--- src/rra_pkg.sv ---
// Constants and carrier types of the remote register access parser
package rra_pkg;

  // ----------------------------------------------------------------
  // Datagram side
  // ----------------------------------------------------------------
  localparam logic [15:0] UDP_PORT     = 16'h6A2D;  // 27181 decimal

  // ----------------------------------------------------------------
  // Command word field positions
  // ----------------------------------------------------------------
  localparam int CMD_WRITE_BIT = 15;
  localparam int CMD_ADDR_BIT  = 14;
  localparam int CMD_INFO_BIT  = 13;
  localparam int CMD_SPACE_HI  = 12;
  localparam int CMD_SPACE_LO  = 10;
  localparam int CMD_SIZE_HI   = 9;
  localparam int CMD_SIZE_LO   = 8;
  localparam int CMD_INC_BIT   = 7;
  localparam int CMD_COUNT_HI  = 6;

  localparam logic [1:0] SZ_8  = 2'h0;
  localparam logic [1:0] SZ_16 = 2'h1;
  localparam logic [1:0] SZ_32 = 2'h2;
  localparam logic [1:0] SZ_64 = 2'h3;

  // ----------------------------------------------------------------
  // Info area
  // ----------------------------------------------------------------
  localparam logic [15:0] COOKIE_BASE  = 16'h5A00;
  localparam logic [6:0]  TYPE_REG     = 7'h01;
  localparam logic [6:0]  TYPE_MEM     = 7'h02;
  localparam logic [6:0]  TYPE_EEPROM  = 7'h0E;
  localparam logic [6:0]  TYPE_FLASH   = 7'h0F;

  // Size descriptor: writable, type, access width mask; index = space
  localparam logic [7:0][15:0] SPACE_SIZES = {
    16'h0000, {1'b1, TYPE_REG, 8'h02}, 16'h0000, 16'h0000,
    16'h0000, {1'b1, TYPE_EEPROM, 8'h02}, {1'b1, TYPE_REG, 8'h02},
    {1'b1, TYPE_REG, 8'h04}};
  // Range descriptor: erase, page and address range exponents
  localparam logic [7:0][15:0] SPACE_RANGES = {
    16'h0000, 16'h0005, 16'h0000, 16'h0000,
    16'h0000, 16'h0007, 16'h0008, 16'h0010};
  // Space labels, first character in the low byte
  localparam logic [7:0][63:0] SPACE_LABELS = {
    64'h0, 64'h2020535554415453, 64'h0, 64'h0,
    64'h0, 64'h4D5250454554454E, 64'h205049484354454E, 64'h2020534745524F49};

  // ----------------------------------------------------------------
  // Write enable key and configuration EEPROM
  // ----------------------------------------------------------------
  localparam logic [2:0]  KEY_SPACE    = 3'h6;
  localparam logic [15:0] KEY_OFFSET   = 16'h001A;
  localparam logic [15:0] KEY_VALUE    = 16'h5A02;
  localparam logic [15:0] KEY_RESET    = 16'h0000;
  localparam logic [2:0]  EE_SPACE     = 3'h2;
  localparam logic [15:0] EE_RO_LIMIT  = 16'h0020;
  localparam logic [2:0]  REG_SPACE    = 3'h0;
  localparam logic [2:0]  NET_SPACE    = 3'h1;

  // ----------------------------------------------------------------
  // Carriers
  // ----------------------------------------------------------------
  typedef struct packed {
    logic        sop;
    logic        eop;
    logic [15:0] dst_port;
    logic [15:0] src_port;
    logic [7:0]  data;
  } rra_rx_t;

  typedef struct packed {
    logic [15:0] port;
    logic [7:0]  data;
  } rra_tx_t;

  typedef struct packed {
    logic        req;
    logic        we;
    logic [2:0]  space;
    logic [1:0]  size;
    logic [15:0] addr;
    logic [63:0] wdata;
  } rra_acc_t;

endpackage

--- src/rra_parser.sv ---
// Remote register access command parser
`timescale 1ns/1ps
`default_nettype none

// What this block does
// Command word is 16 bits: write, address, info, space, size, increment, count.
// Top command bit set means write, clear means read.
// Address bit set loads next word into that space's own pointer.
// Info bit clear targets the space, set targets its info area.
// Three-bit selector picks one of eight address spaces.
// Size code 0..3 means 8, 16, 32 or 64 bit elements.
// Increment bit advances pointer by element bytes; clear keeps it fixed.
// Count of 1..127 elements; zero count is an error.
// Host sends optional address after reads, optional address then data after writes.
// Byte addresses; all words travel least significant byte first.
// Info area is read-only; first word is check value 5A0N.
// Info offsets hold sizes, ranges, pointer, then four label words.
// Info area allows 16-bit reads only.
// Sizes word top bit is writable, bits 14:8 the space type.
// Sizes word low four bits are the allowed access width mask.
// Ranges word holds erase, page and range exponents.
// Space zero is a 64 KiB register range with 32-bit access.
// Space one reaches network chip registers, 16-bit accesses only.
// Space two EEPROM is 16-bit; first 32 bytes read-only.
// EEPROM writes happen only while the key register holds 5A02.
// Key register clears at the end of every received packet.
// Host places a read after EEPROM writes for synchronisation.
// Only datagrams to the fixed destination port are accepted.
// Reply goes to the source port of the request.
// Commands run in order; read results join one reply in order.
module rra_parser (
  input  wire logic             clk,
  input  wire logic             rst,
  input  wire logic             rx_valid,
  input  wire rra_pkg::rra_rx_t rx,
  output logic                  rx_ready,
  output logic                  tx_valid,
  output rra_pkg::rra_tx_t      tx,
  input  wire logic             tx_ready,
  output logic                  tx_end,
  output rra_pkg::rra_acc_t     acc,
  input  wire logic             acc_ack,
  input  wire logic [63:0]      acc_rdata,
  output logic                  cmd_error
);
  import rra_pkg::*;

  // ----------------------------------------------------------------
  // State
  // ----------------------------------------------------------------
  typedef enum logic [3:0] {
    S_IDLE, S_CMD_LO, S_CMD_HI, S_ADR_LO, S_ADR_HI, S_WDATA,
    S_EXEC, S_WAIT, S_SEND, S_NEXT, S_DRAIN, S_END
  } rra_state_t;

  typedef struct packed {
    rra_state_t       st;
    logic [15:0]      cmd;
    logic [7:0][15:0] ptr;
    logic [15:0]      key;
    logic [6:0]       cnt;
    logic [2:0]       bidx;
    logic [63:0]      data;
    logic             eop;
    logic             started;
    logic             rx_ready;
    logic             tx_valid;
    rra_tx_t          tx;
    logic             tx_end;
    logic             err;
    rra_acc_t         acc;
  } rra_regs_t;

  rra_regs_t q;
  rra_regs_t d;

  // ----------------------------------------------------------------
  // Info area word for a space
  // ----------------------------------------------------------------
  function automatic logic [15:0] info_word(input logic [2:0]  sp,
                                            input logic [2:0]  idx,
                                            input logic [15:0] p);
    logic [63:0] lab;
    lab = SPACE_LABELS[sp];
    unique case (idx)
      3'h0: info_word = COOKIE_BASE | {13'h0, sp};
      3'h1: info_word = SPACE_SIZES[sp];
      3'h2: info_word = SPACE_RANGES[sp];
      3'h3: info_word = p;
      3'h4: info_word = lab[15:0];
      3'h5: info_word = lab[31:16];
      3'h6: info_word = lab[47:32];
      3'h7: info_word = lab[63:48];
    endcase
  endfunction

  // ----------------------------------------------------------------
  // Next state
  // ----------------------------------------------------------------
  always_comb begin
    logic        take;
    logic [2:0]  sp;
    logic [1:0]  sz;
    logic [3:0]  nb;
    logic [15:0] a;
    logic [15:0] c;
    logic [15:0] sizes;
    logic [5:0]  rexp;
    logic        ok;
    logic        oor;
    logic        abort;
    logic        send;
    logic [63:0] rd;
    d     = q;
    d.err = 1'b0;
    d.tx_end = 1'b0;
    take  = q.rx_ready && rx_valid;
    sp    = q.cmd[CMD_SPACE_HI:CMD_SPACE_LO];
    sz    = q.cmd[CMD_SIZE_HI:CMD_SIZE_LO];
    nb    = 4'h1 << sz;
    a     = q.ptr[sp];
    c     = {rx.data, q.cmd[7:0]};
    sizes = SPACE_SIZES[c[CMD_SPACE_HI:CMD_SPACE_LO]];
    rexp  = SPACE_RANGES[sp][5:0];
    oor   = (rexp < 6'h10) && ((a >> rexp) != 16'h0);
    ok    = 1'b0;
    abort = 1'b0;
    send  = 1'b0;
    rd    = q.data;
    unique case (q.st)
      S_IDLE: begin
        if (rx_valid && rx.sop) begin
          d.tx.port = rx.src_port;
          d.eop     = 1'b0;
          d.started = 1'b0;
          d.st = (rx.dst_port == UDP_PORT) ? S_CMD_LO : S_DRAIN;
        end
      end
      S_CMD_LO: begin
        if (take) begin
          d.cmd[7:0] = rx.data;
          if (rx.eop) begin
            d.err = 1'b1;
            d.st  = S_END;
          end else begin
            d.st = S_CMD_HI;
          end
        end
      end
      S_CMD_HI: begin
        if (take) begin
          d.cmd  = c;
          d.cnt  = c[CMD_COUNT_HI:0];
          d.eop  = rx.eop;
          d.bidx = 3'h0;
          if (c[CMD_INFO_BIT]) begin
            ok = !c[CMD_WRITE_BIT] &&
                 (c[CMD_SIZE_HI:CMD_SIZE_LO] == SZ_16);
          end else begin
            ok = sizes[c[CMD_SIZE_HI:CMD_SIZE_LO]] &&
                 (!c[CMD_WRITE_BIT] || sizes[15]);
          end
          if (c[CMD_COUNT_HI:0] == 7'h0) begin
            ok = 1'b0;
          end
          if (!ok) begin
            d.err = 1'b1;
            d.st  = rx.eop ? S_END : S_DRAIN;
          end else if (c[CMD_ADDR_BIT] || c[CMD_WRITE_BIT]) begin
            if (rx.eop) begin
              d.err = 1'b1;
              d.st  = S_END;
            end else begin
              d.st = c[CMD_ADDR_BIT] ? S_ADR_LO : S_WDATA;
            end
          end else begin
            d.st = S_EXEC;
          end
        end
      end
      S_ADR_LO: begin
        if (take) begin
          d.ptr[sp][7:0] = rx.data;
          if (rx.eop) begin
            d.err = 1'b1;
            d.st  = S_END;
          end else begin
            d.st = S_ADR_HI;
          end
        end
      end
      S_ADR_HI: begin
        if (take) begin
          d.ptr[sp][15:8] = rx.data;
          d.eop = rx.eop;
          if (q.cmd[CMD_WRITE_BIT] && rx.eop) begin
            d.err = 1'b1;
            d.st  = S_END;
          end else begin
            d.st = q.cmd[CMD_WRITE_BIT] ? S_WDATA : S_EXEC;
          end
        end
      end
      S_WDATA: begin
        if (take) begin
          if (q.bidx == 3'h0) begin
            d.data = 64'h0;
          end
          d.data[{q.bidx, 3'h0} +: 8] = rx.data;
          d.eop = rx.eop;
          if ({1'b0, q.bidx} == nb - 4'h1) begin
            d.bidx = 3'h0;
            d.st   = S_EXEC;
          end else if (rx.eop) begin
            d.err = 1'b1;
            d.st  = S_END;
          end else begin
            d.bidx = q.bidx + 3'h1;
          end
        end
      end
      S_EXEC: begin
        if (q.cmd[CMD_INFO_BIT]) begin
          if (a[15:4] != 12'h0) begin
            abort = 1'b1;
          end else begin
            rd   = {48'h0, info_word(sp, a[3:1], a)};
            send = 1'b1;
          end
        end else if (oor) begin
          abort = 1'b1;
        end else if (sp == KEY_SPACE && a == KEY_OFFSET) begin
          if (q.cmd[CMD_WRITE_BIT]) begin
            d.key = q.data[15:0];
            d.st  = S_NEXT;
          end else begin
            rd   = {48'h0, q.key};
            send = 1'b1;
          end
        end else if (q.cmd[CMD_WRITE_BIT] && sp == EE_SPACE &&
                     (q.key != KEY_VALUE ||
                      a < EE_RO_LIMIT)) begin
          d.err = 1'b1;
          d.st  = S_NEXT;
        end else begin
          d.acc.req   = 1'b1;
          d.acc.we    = q.cmd[CMD_WRITE_BIT];
          d.acc.space = sp;
          d.acc.size  = sz;
          d.acc.addr  = a;
          d.acc.wdata = q.data;
          d.st        = S_WAIT;
        end
      end
      S_WAIT: begin
        if (acc_ack) begin
          d.acc.req = 1'b0;
          if (q.cmd[CMD_WRITE_BIT]) begin
            d.st = S_NEXT;
          end else begin
            rd   = acc_rdata;
            send = 1'b1;
          end
        end
      end
      S_SEND: begin
        if (tx_ready) begin
          if ({1'b0, q.bidx} == nb - 4'h1) begin
            d.tx_valid = 1'b0;
            d.started  = 1'b1;
            d.bidx     = 3'h0;
            d.st       = S_NEXT;
          end else begin
            d.bidx    = q.bidx + 3'h1;
            d.tx.data = q.data[{q.bidx + 3'h1, 3'h0} +: 8];
          end
        end
      end
      S_NEXT: begin
        if (q.cmd[CMD_INC_BIT]) begin
          d.ptr[sp] = a + {12'h0, nb};
        end
        d.cnt = q.cnt - 7'h1;
        if (q.cnt == 7'h1) begin
          d.st = q.eop ? S_END : S_CMD_LO;
        end else if (q.cmd[CMD_WRITE_BIT]) begin
          if (q.eop) begin
            d.err = 1'b1;
            d.st  = S_END;
          end else begin
            d.st = S_WDATA;
          end
        end else begin
          d.st = S_EXEC;
        end
      end
      S_DRAIN: begin
        if (take && rx.eop) begin
          d.st = S_END;
        end
      end
      S_END: begin
        d.key    = KEY_RESET;
        d.tx_end = q.started;
        d.st     = S_IDLE;
      end
      default: begin
        d.st = S_IDLE;
      end
    endcase
    if (abort) begin
      d.err = 1'b1;
      d.st  = q.eop ? S_END : S_DRAIN;
    end
    if (send) begin
      d.data     = rd;
      d.tx_valid = 1'b1;
      d.tx.data  = rd[7:0];
      d.bidx     = 3'h0;
      d.st       = S_SEND;
    end
    d.rx_ready = (d.st == S_CMD_LO) || (d.st == S_CMD_HI) ||
                 (d.st == S_ADR_LO) || (d.st == S_ADR_HI) ||
                 (d.st == S_WDATA)  || (d.st == S_DRAIN);
  end

  // ----------------------------------------------------------------
  // Registers
  // ----------------------------------------------------------------
  always_ff @(posedge clk or posedge rst) begin
    if (rst) begin
      q <= '0;
    end else begin
      q <= d;
    end
  end

  assign rx_ready  = q.rx_ready;
  assign tx_valid  = q.tx_valid;
  assign tx        = q.tx;
  assign tx_end    = q.tx_end;
  assign acc       = q.acc;
  assign cmd_error = q.err;

  // ----------------------------------------------------------------
  // Checks
  // ----------------------------------------------------------------
  AST_KEY_CLEARED: assert property (
    @(posedge clk) disable iff (rst)
    q.st == S_END |=> q.key == KEY_RESET && q.st == S_IDLE)
    else $error("key register not cleared at packet end");

  AST_EE_KEYED: assert property (
    @(posedge clk) disable iff (rst)
    $rose(q.acc.req) && q.acc.we && q.acc.space == EE_SPACE
    |-> q.key == KEY_VALUE)
    else $error("EEPROM write issued without key");

  AST_EE_RO: assert property (
    @(posedge clk) disable iff (rst)
    q.acc.req && q.acc.we && q.acc.space == EE_SPACE
    |-> q.acc.addr >= EE_RO_LIMIT && q.acc.size == SZ_16)
    else $error("write to read-only EEPROM area");

  AST_SPACE0_WIDTH: assert property (
    @(posedge clk) disable iff (rst)
    q.acc.req && q.acc.space == REG_SPACE |-> q.acc.size == SZ_32)
    else $error("register space access not 32 bit");

  AST_SPACE1_WIDTH: assert property (
    @(posedge clk) disable iff (rst)
    q.acc.req && q.acc.space == NET_SPACE |-> q.acc.size == SZ_16)
    else $error("network chip access not 16 bit");

  AST_INFO_LOCAL: assert property (
    @(posedge clk) disable iff (rst)
    q.acc.req |-> !q.cmd[CMD_INFO_BIT] &&
                  q.acc.we == q.cmd[CMD_WRITE_BIT])
    else $error("info access or wrong direction reached access port");

  AST_PTR_STEP: assert property (
    @(posedge clk) disable iff (rst)
    q.st == S_NEXT |=> q.ptr[$past(q.cmd[12:10])] ==
      $past(q.ptr[q.cmd[12:10]]) +
      ($past(q.cmd[CMD_INC_BIT]) ? 16'h1 << $past(q.cmd[9:8]) : 16'h0))
    else $error("pointer step wrong after transfer");

  AST_ZERO_COUNT: assert property (
    @(posedge clk) disable iff (rst)
    q.st == S_CMD_HI && q.rx_ready && rx_valid && q.cmd[6:0] == 7'h0
    |=> q.err ##1 q.acc.req == 1'b0 && q.tx_valid == 1'b0)
    else $error("zero count not flagged");

  AST_SEND_HOLD: assert property (
    @(posedge clk) disable iff (rst)
    q.tx_valid && !tx_ready |=> q.tx_valid && $stable(q.tx.data))
    else $error("reply byte dropped under back-pressure");

endmodule // rra_parser

`default_nettype wire

--- config.mk ---
export PLATFORM = sky130hd
export DESIGN_NAME = rra_parser
export DESIGN_NICKNAME = d
export VERILOG_FILES = /design/src/rra_pkg.sv /design/src/rra_parser.sv
export SDC_FILE = /design/constraint.sdc
export NUM_CORES = 1
export LEC_CHECK = 0
export BUFFER_PORTS_ARGS = -buffer_cell sky130_fd_sc_hd__buf_2
export CAP_MARGIN = 25
export CORE_UTILIZATION = 40
export CTS_BUF_LIST = sky130_fd_sc_hd__clkbuf_16
export CTS_CLUSTER_DIAMETER = 30
export DETAILED_ROUTE_END_ITERATION = 12
export MAX_ROUTING_LAYER = met4
export PLACE_DENSITY = 0.68
export SYNTH_ARGS = -nofsm -noshare
export SYNTH_HDL_FRONTEND = slang
export SYNTH_SLANG_ARGS = --single-unit
export TNS_END_PERCENT = 50
--- constraint.sdc ---
create_clock -name clk -period 17 [get_ports clk]
set_input_delay 0 -clock clk [delete_from_list [all_inputs] [get_ports clk]]
set_output_delay 0 -clock clk [all_outputs]
set_load 0.02 [all_outputs]
[Word-level counts from Yosys, hierarchy flattened]
Memory sizes are Yosys's and may differ from the RTL's.
Index checks and enable logic that the tools add are counted.
Cells by class
  equal/unequal tests: 60
  add/subtract/negate cells: 5
  shift operators: 5
  bitwise operators: 5
  mux-type cells: 137
  $lt $le $gt $ge: 6
  reductions and logical operators: 55
Operators by type and width (number)
  64-bit 2-to-1 mux: 12
  128-bit bitwise mux: 3
  128-bit 2-to-1 mux: 3
  128-bit one-hot mux with 3 select lines: 1
  88-bit 2-to-1 mux: 3
  16-bit 2-to-1 mux: 10
  16-bit demux with 3-bit select: 3
  16-bit one-hot mux with 8 select lines: 1
  64-bit one-hot mux with 2 select lines: 1
  4-bit 2-to-1 mux: 29
  87-bit 2-to-1 mux: 1
  68-bit 2-to-1 mux: 1
  67-bit 2-to-1 mux: 1
  64-bit bitwise mux: 1
  8-bit by 8-bit variable shift with 64-bit output, first input constant: 1
  64-bit by 7-bit indexed part select with 8-bit output: 1
  8-bit by 8-bit indexed part select with 64-bit output: 1
  16-bit binary-select mux with 3-bit select: 1
  8-bit 2-to-1 mux: 6
  4-bit one-hot mux with 11 select lines: 1
  1-bit 2-to-1 mux: 40
  16-bit one-hot mux with 2 select lines: 1
  2-bit inequality test, second input constant: 15
  4-bit by 3-bit == test with 1-bit output, second input constant: 6
  other kinds (58): 130
Storage, ports and cells
  memories kept: 4
  bits of input ports: 111
  bits in read-only memories: 896
  output and inout port bits: 115
  flip-flop bits (word level): 355
  logic and storage cells: 307
Memories
  (no name shown): words 8, width 64, rd ports 1, clocked after memory_dff 0, write ports 0, line rra_parser.sv:84  | lab = SPACE_LABELS[sp];
  (no name shown): words 8, width 16, rd ports 1, clocked after memory_dff 0, write ports 0, line rra_parser.sv:88  | 3'h2: info_word = SPACE_RANGES[sp];
  (no name shown): words 8, width 16, rd ports 1, clocked after memory_dff 0, write ports 0, line rra_parser.sv:87  | 3'h1: info_word = SPACE_SIZES[sp];
  (no name shown): words 8, width 16, rd ports 1, clocked after memory_dff 0, write ports 0, line rra_parser.sv:123  | sizes = SPACE_SIZES[c[CMD_SPACE_HI:CMD_SPACE_LO]];

[Longest topological paths before layout]
  word-level depth: 20
  mapped depth: 20
  depth with buffers taken out: 15

[Least setup slack after synthesis]
No wires, ideal clock.
  kind: register to register
  start: register q[346] (netlist name)
  end: register q[270] (netlist name)
  buffers on the path: 6
  period minus slack after synthesis: 4.139 ns
  path slack: 12.861 ns
  data arrival time: 4.013 ns
  stages on the path, launching flop included: 20
  setup time: 0.126 ns
  cells stage by stage: dfrtp_1 -> buf_6 -> buf_6 -> buf_4 -> nand2_1 -> mux4_2 -> and2_1 -> clkbuf_1 -> inv_1 -> clkbuf_1 -> clkbuf_1 -> ha_1 -> nor2b_1 -> o21ai_0 -> nor4_1 -> nand3_1 -> xor2_1 -> nand2_1 -> nand2_1 -> o32a_1
Between the ends
  word-level cells in the longest chain between the ends: 7
Ends and longest elaborated chain
  start: declaration: line rra_parser.sv:74  | rra_regs_t q;
  start signal: assignment: line rra_parser.sv:332  | q <= '0;
  start signal: assignment: line rra_parser.sv:334  | q <= d;
  branches (longest 6 deep; another with 16-bit by 4-bit adder with 16-bit output)
  128-bit one-hot mux with 3 select lines (*): line rra_parser.sv:130  | unique case (q.st)
Mark *: on every way between the ends. The select of a mux whose other input is x is not followed.
A chain may end at the register's enable or synchronous reset.

[Worst setup path after layout]
  start: register q[345] (netlist name)
  end: register q[143] (netlist name)
Between the ends
  word-level cells in the longest chain between the ends: 10
Ends and longest elaborated chain
  memory 8 x 16 bit / 16-bit binary-select mux with 3-bit select (equally long branches)
  16-bit 2-to-1 mux (on tied branches)
  16-bit by 6-bit >> shifter with 16-bit output / 16-bit by 5-bit == test with 1-bit output (equally long branches): line rra_parser.sv:125, rra_parser.sv:232
  16-bit nonzero test / 1-bit logical AND (equally long branches): line rra_parser.sv:125, rra_parser.sv:232
  1-bit logical AND / 1-bit 2-to-1 mux (equally long branches): line rra_parser.sv:125, rra_parser.sv:232
  1-bit 2-to-1 mux: line rra_parser.sv:230  | end else if (oor) begin
  1-bit 2-to-1 mux: line rra_parser.sv:223  | if (q.cmd[CMD_INFO_BIT]) begin
  1-bit one-hot mux with 2 select lines: line rra_parser.sv:130
  4-bit inequality test (no line), or another cell as far along
  9-bit AND reduction (no line)
Parallel ways exist; a longest one is shown, timed or not. The select of a mux whose other input is x is not followed.

==> flow_summary.toml <==
[global_route]
grt_use_total = 0.274
grt_pass1_vias = 17617
grt-ovfl-total = 0
grt_max_degree = 136
grt_pass1_wl_um = 102000
antenna_found_initial = 3

[power]
ir_drop_uv = 94.5
power-per-cell-area_nw_per_um2 = 176
total_power_mw = 4.24
p_leak_nw = 10.9

[route]
drt_pass1_iterations = 6
first_iter_violations = 1888
drtAntennaViolNets = 0
wirelength_um = 65500
drc_errors = 0
num_vias = 17722
vias_per_cell = 5.86
wl_per_cell_um = 21.7

[placement]
port_buffers = 225
dp_hpwl_um = 43900
place_congestion = 0.970
pre_cts_ws_ns = 11.04

[outcome]
status = "complete, no violations"

[critical_path]
path_max_fanout = 52
startpoint_type = "flip-flop"
worstPathCellList = "buf_4, inv_1, ha_1, and2_1, nand2b_1, a2111oi_0, nand4_1, nor2_1, nor4b_4, a221o_1, nor3_1, a22oi_1, dlygate4sd3_1, a21oi_1"
required_ns = 17.44
critPathArrivalTime_ns = 6.94
end_kind = "flip-flop"
crit_path_max_incr_delay_ns = 0.94
path_class = "flip-flop to flip-flop"
slowest_stage = "a221o_1"

[clock_tree]
cts_buffers = 82
insertion_delay_ns = 0.63
post_cts_buffers = 0
clk_pin_slew_ns = 0.05
htree_num_levels = 3
cts_root_buf = "clkbuf_16"
cts.sinks = 354
cts_tree = "done"
clockBufferDepth = 3

[synth]
synth_nets = 2258
synthArstFlopShare = 1.00
synth_top_area_frac = 0.459
synth-edff-count = 0
synth_top_cell_by_area = "dfrtp_1"
synth_area_leaders = "dfrtp_1 (46%), nand2_1 (9.2%), o21ai_0 (5.2%), buf_4 (4.6%), mux4_2 (3.0%)"
ys.flop_type = "dfrtp_1"
ys_warn_count = 0
synthCells = 2131
syn_area_um2 = 19300
ys_types = 86
yosys_register_bits = 354
yosysSeqAreaShare = 0.459
syn_avg_cell_area_um2 = 9.05

[final_layout]
syn_to_final_growth_pct = 24.5
fin_nets = 2466
drive_gt1_frac = 0.198
num-fill-cells = 4284

[timing]
worstMarginPinSlew_ns = 1.08
min_period_over_period = 0.382
max_slew_margin = 0.272
fin_ws_ns = 10.50
fmax_mhz = 154
setup_viol = 0
tns_ns = 0
maxSlewViolCount = 0
fin_skew_ns = 0.0346
period_minus_slack_ns = 6.50
hold_violations = 0
rsz0062_at_grt = "false"

[floorplan]
core_um2 = 47600
die_y_um = 222
io_pins = 226
dieArea_um2 = 49100
start_util = 0.405
die_w_um = 222
rows = 80

[job]
cap_violations = 0

[min_path]
hold_path_class = "primary input to flip-flop"
## cells by family after synthesis
| family | after synthesis | share of synthesized area |
|---|---|---|
| xor gates and xnor gates | 16 | 0.00726 |
| AOI/OAI and AO/OA | 564 | 0.186 |
| and+or+nand+nor | 787 | 0.177 |
| muxes | 106 | 0.0746 |
| buffers and inverters | 288 | 0.0853 |
| DFF | 354 | 0.459 |
| adders and majority gates | 16 | 0.0108 |
## worst max-delay path: cells and delay by family (launching register included)
| family | cells | cell delay (ns) |
|---|---|---|
| AO/OA/AOI/OAI | 4 | 1.70 |
| AND/OR/NAND/NOR | 6 | 1.99 |
| buffers and inverters | 3 | 1.63 |
| flip-flops | 1 | 0.38 |
| adder cells (fa/ha/maj) | 1 | 0.59 |
## layout make-up
type                            count  area [µm²]  share of cell area
Multi-Input combinational cell   1489        8820               0.367
Inverter                           46         180             0.00750
Timing Repair Buffer              366        2550               0.106
Antenna cell                        4        10.0            0.000417
Clock inverter                     69         768              0.0320
Tap cell                          615         769              0.0320
Sequential cell                   354        8860               0.369
Clock buffer                       83        2080              0.0864
## cells in the mapped netlist (all sizes together), types with 9 or more instances
cell	number
o21ai	226
nand2	472
mux2i	41
mux4	26
xnor2	9
a22oi	69
inv	45
clkbuf	78
a21oi	85
o22ai	21
nor4	11
dfrtp	354
a22o	24
nand3	55
nor2	123
o211ai	10
nor2b	22
a31oi	19
buf	164
a21o	9
and2	14
nand2b	11
mux2	39
and3	9
nor3	27
ha	15
## worst paths after layout
kind | from | cells past startpoint | slack (ns) | to
min reg2reg | acc[6]$_DFFE_PP0P_ | 2 | 0.46 | acc[6]$_DFFE_PP0P_
max reg2reg | q[345]$_DFFE_PP0P_ | 14 | 10.50 | q[143]$_DFFE_PP0P_
min | rx[41] | 5 | 0.04 | q[115]$_DFFE_PP0P_
min in group asynchronous | rst | 3 | 0.17 | acc[6]$_DFFE_PP0P_
max | q[345]$_DFFE_PP0P_ | 14 | 10.50 | q[143]$_DFFE_PP0P_
max in group asynchronous | rst | 7 | 14.96 | tx[14]$_DFFE_PP0P_
## report_power, final
group / internal [mW] / leakage (nW) / switching, mW
clock: 1.08 / 1.39 / 0.531
combinational: 0.511 / 4.84 / 0.885
sequential: 1.03 / 4.72 / 0.203
## per-stage QoR
step	cell area (µm²)	hold WS [ns]	cells	util
after floorplan	19300	0.150	2131	-
after global placement	19900	0.233	2753	0.418
after detailed placement	20000	0.236	2754	0.419
after CTS	23900	0.00227	3016	0.502
after global routing	24000	0.0946	3025	0.504
final	24000	0.0356	3026	0.504
## metal layers
layer / share of wire / up-vias / global-route usage
met5: 0 / - / -
met4: 0.051 / 0 / 0.138
met3: 0.081 / 238 / 0.0558
met2: 0.46 / 952 / 0.419
met1: 0.41 / 8655 / 0.346
li1: - / 7877 / -
## what timing repair did
item / CTS / global route
hold buffers: 110 / 0
hold endpoints to repair: 240 / 0
gates resized for setup: 0 / 0
## state kept, by name, indices dropped and copies added, names as in the netlist
name and cells:
acc 87, cmd_error 1, q 239, rx_ready 1
tx 24, tx_end 1, tx_valid 1
## placed cells by master, fill, tap and decap left out, drive strengths merged, types with 7 or more instances in the layout
| cell type | count |
|---|---|
| nand4 | 8 |
| clkinvlp | 10 |
| a22o | 24 |
| nand2b | 11 |
| inv | 61 |
| nand2 | 472 |
| a22oi | 69 |
| dfrtp | 354 |
| nor4 | 11 |
| clkinv | 32 |
| a21o | 9 |
| and3 | 9 |
| a221o | 8 |
| mux2i | 41 |
| mux2 | 39 |
| ha | 15 |
| a21oi | 85 |
| nor3 | 27 |
| xnor2 | 9 |
| xor2 | 7 |
| o22ai | 21 |
| bufinv | 12 |
| clkbuf | 83 |
| mux4 | 26 |
| and2 | 14 |
| o22a | 7 |
| nor2 | 123 |
| a32oi | 7 |
| o211ai | 10 |
| a211oi | 8 |
| a31oi | 19 |
| buf | 256 |
| nand3 | 55 |
| o21ai | 226 |
| dlygate4sd3 | 110 |
| nor2b | 22 |
Power figures use the tool's default switching activity.
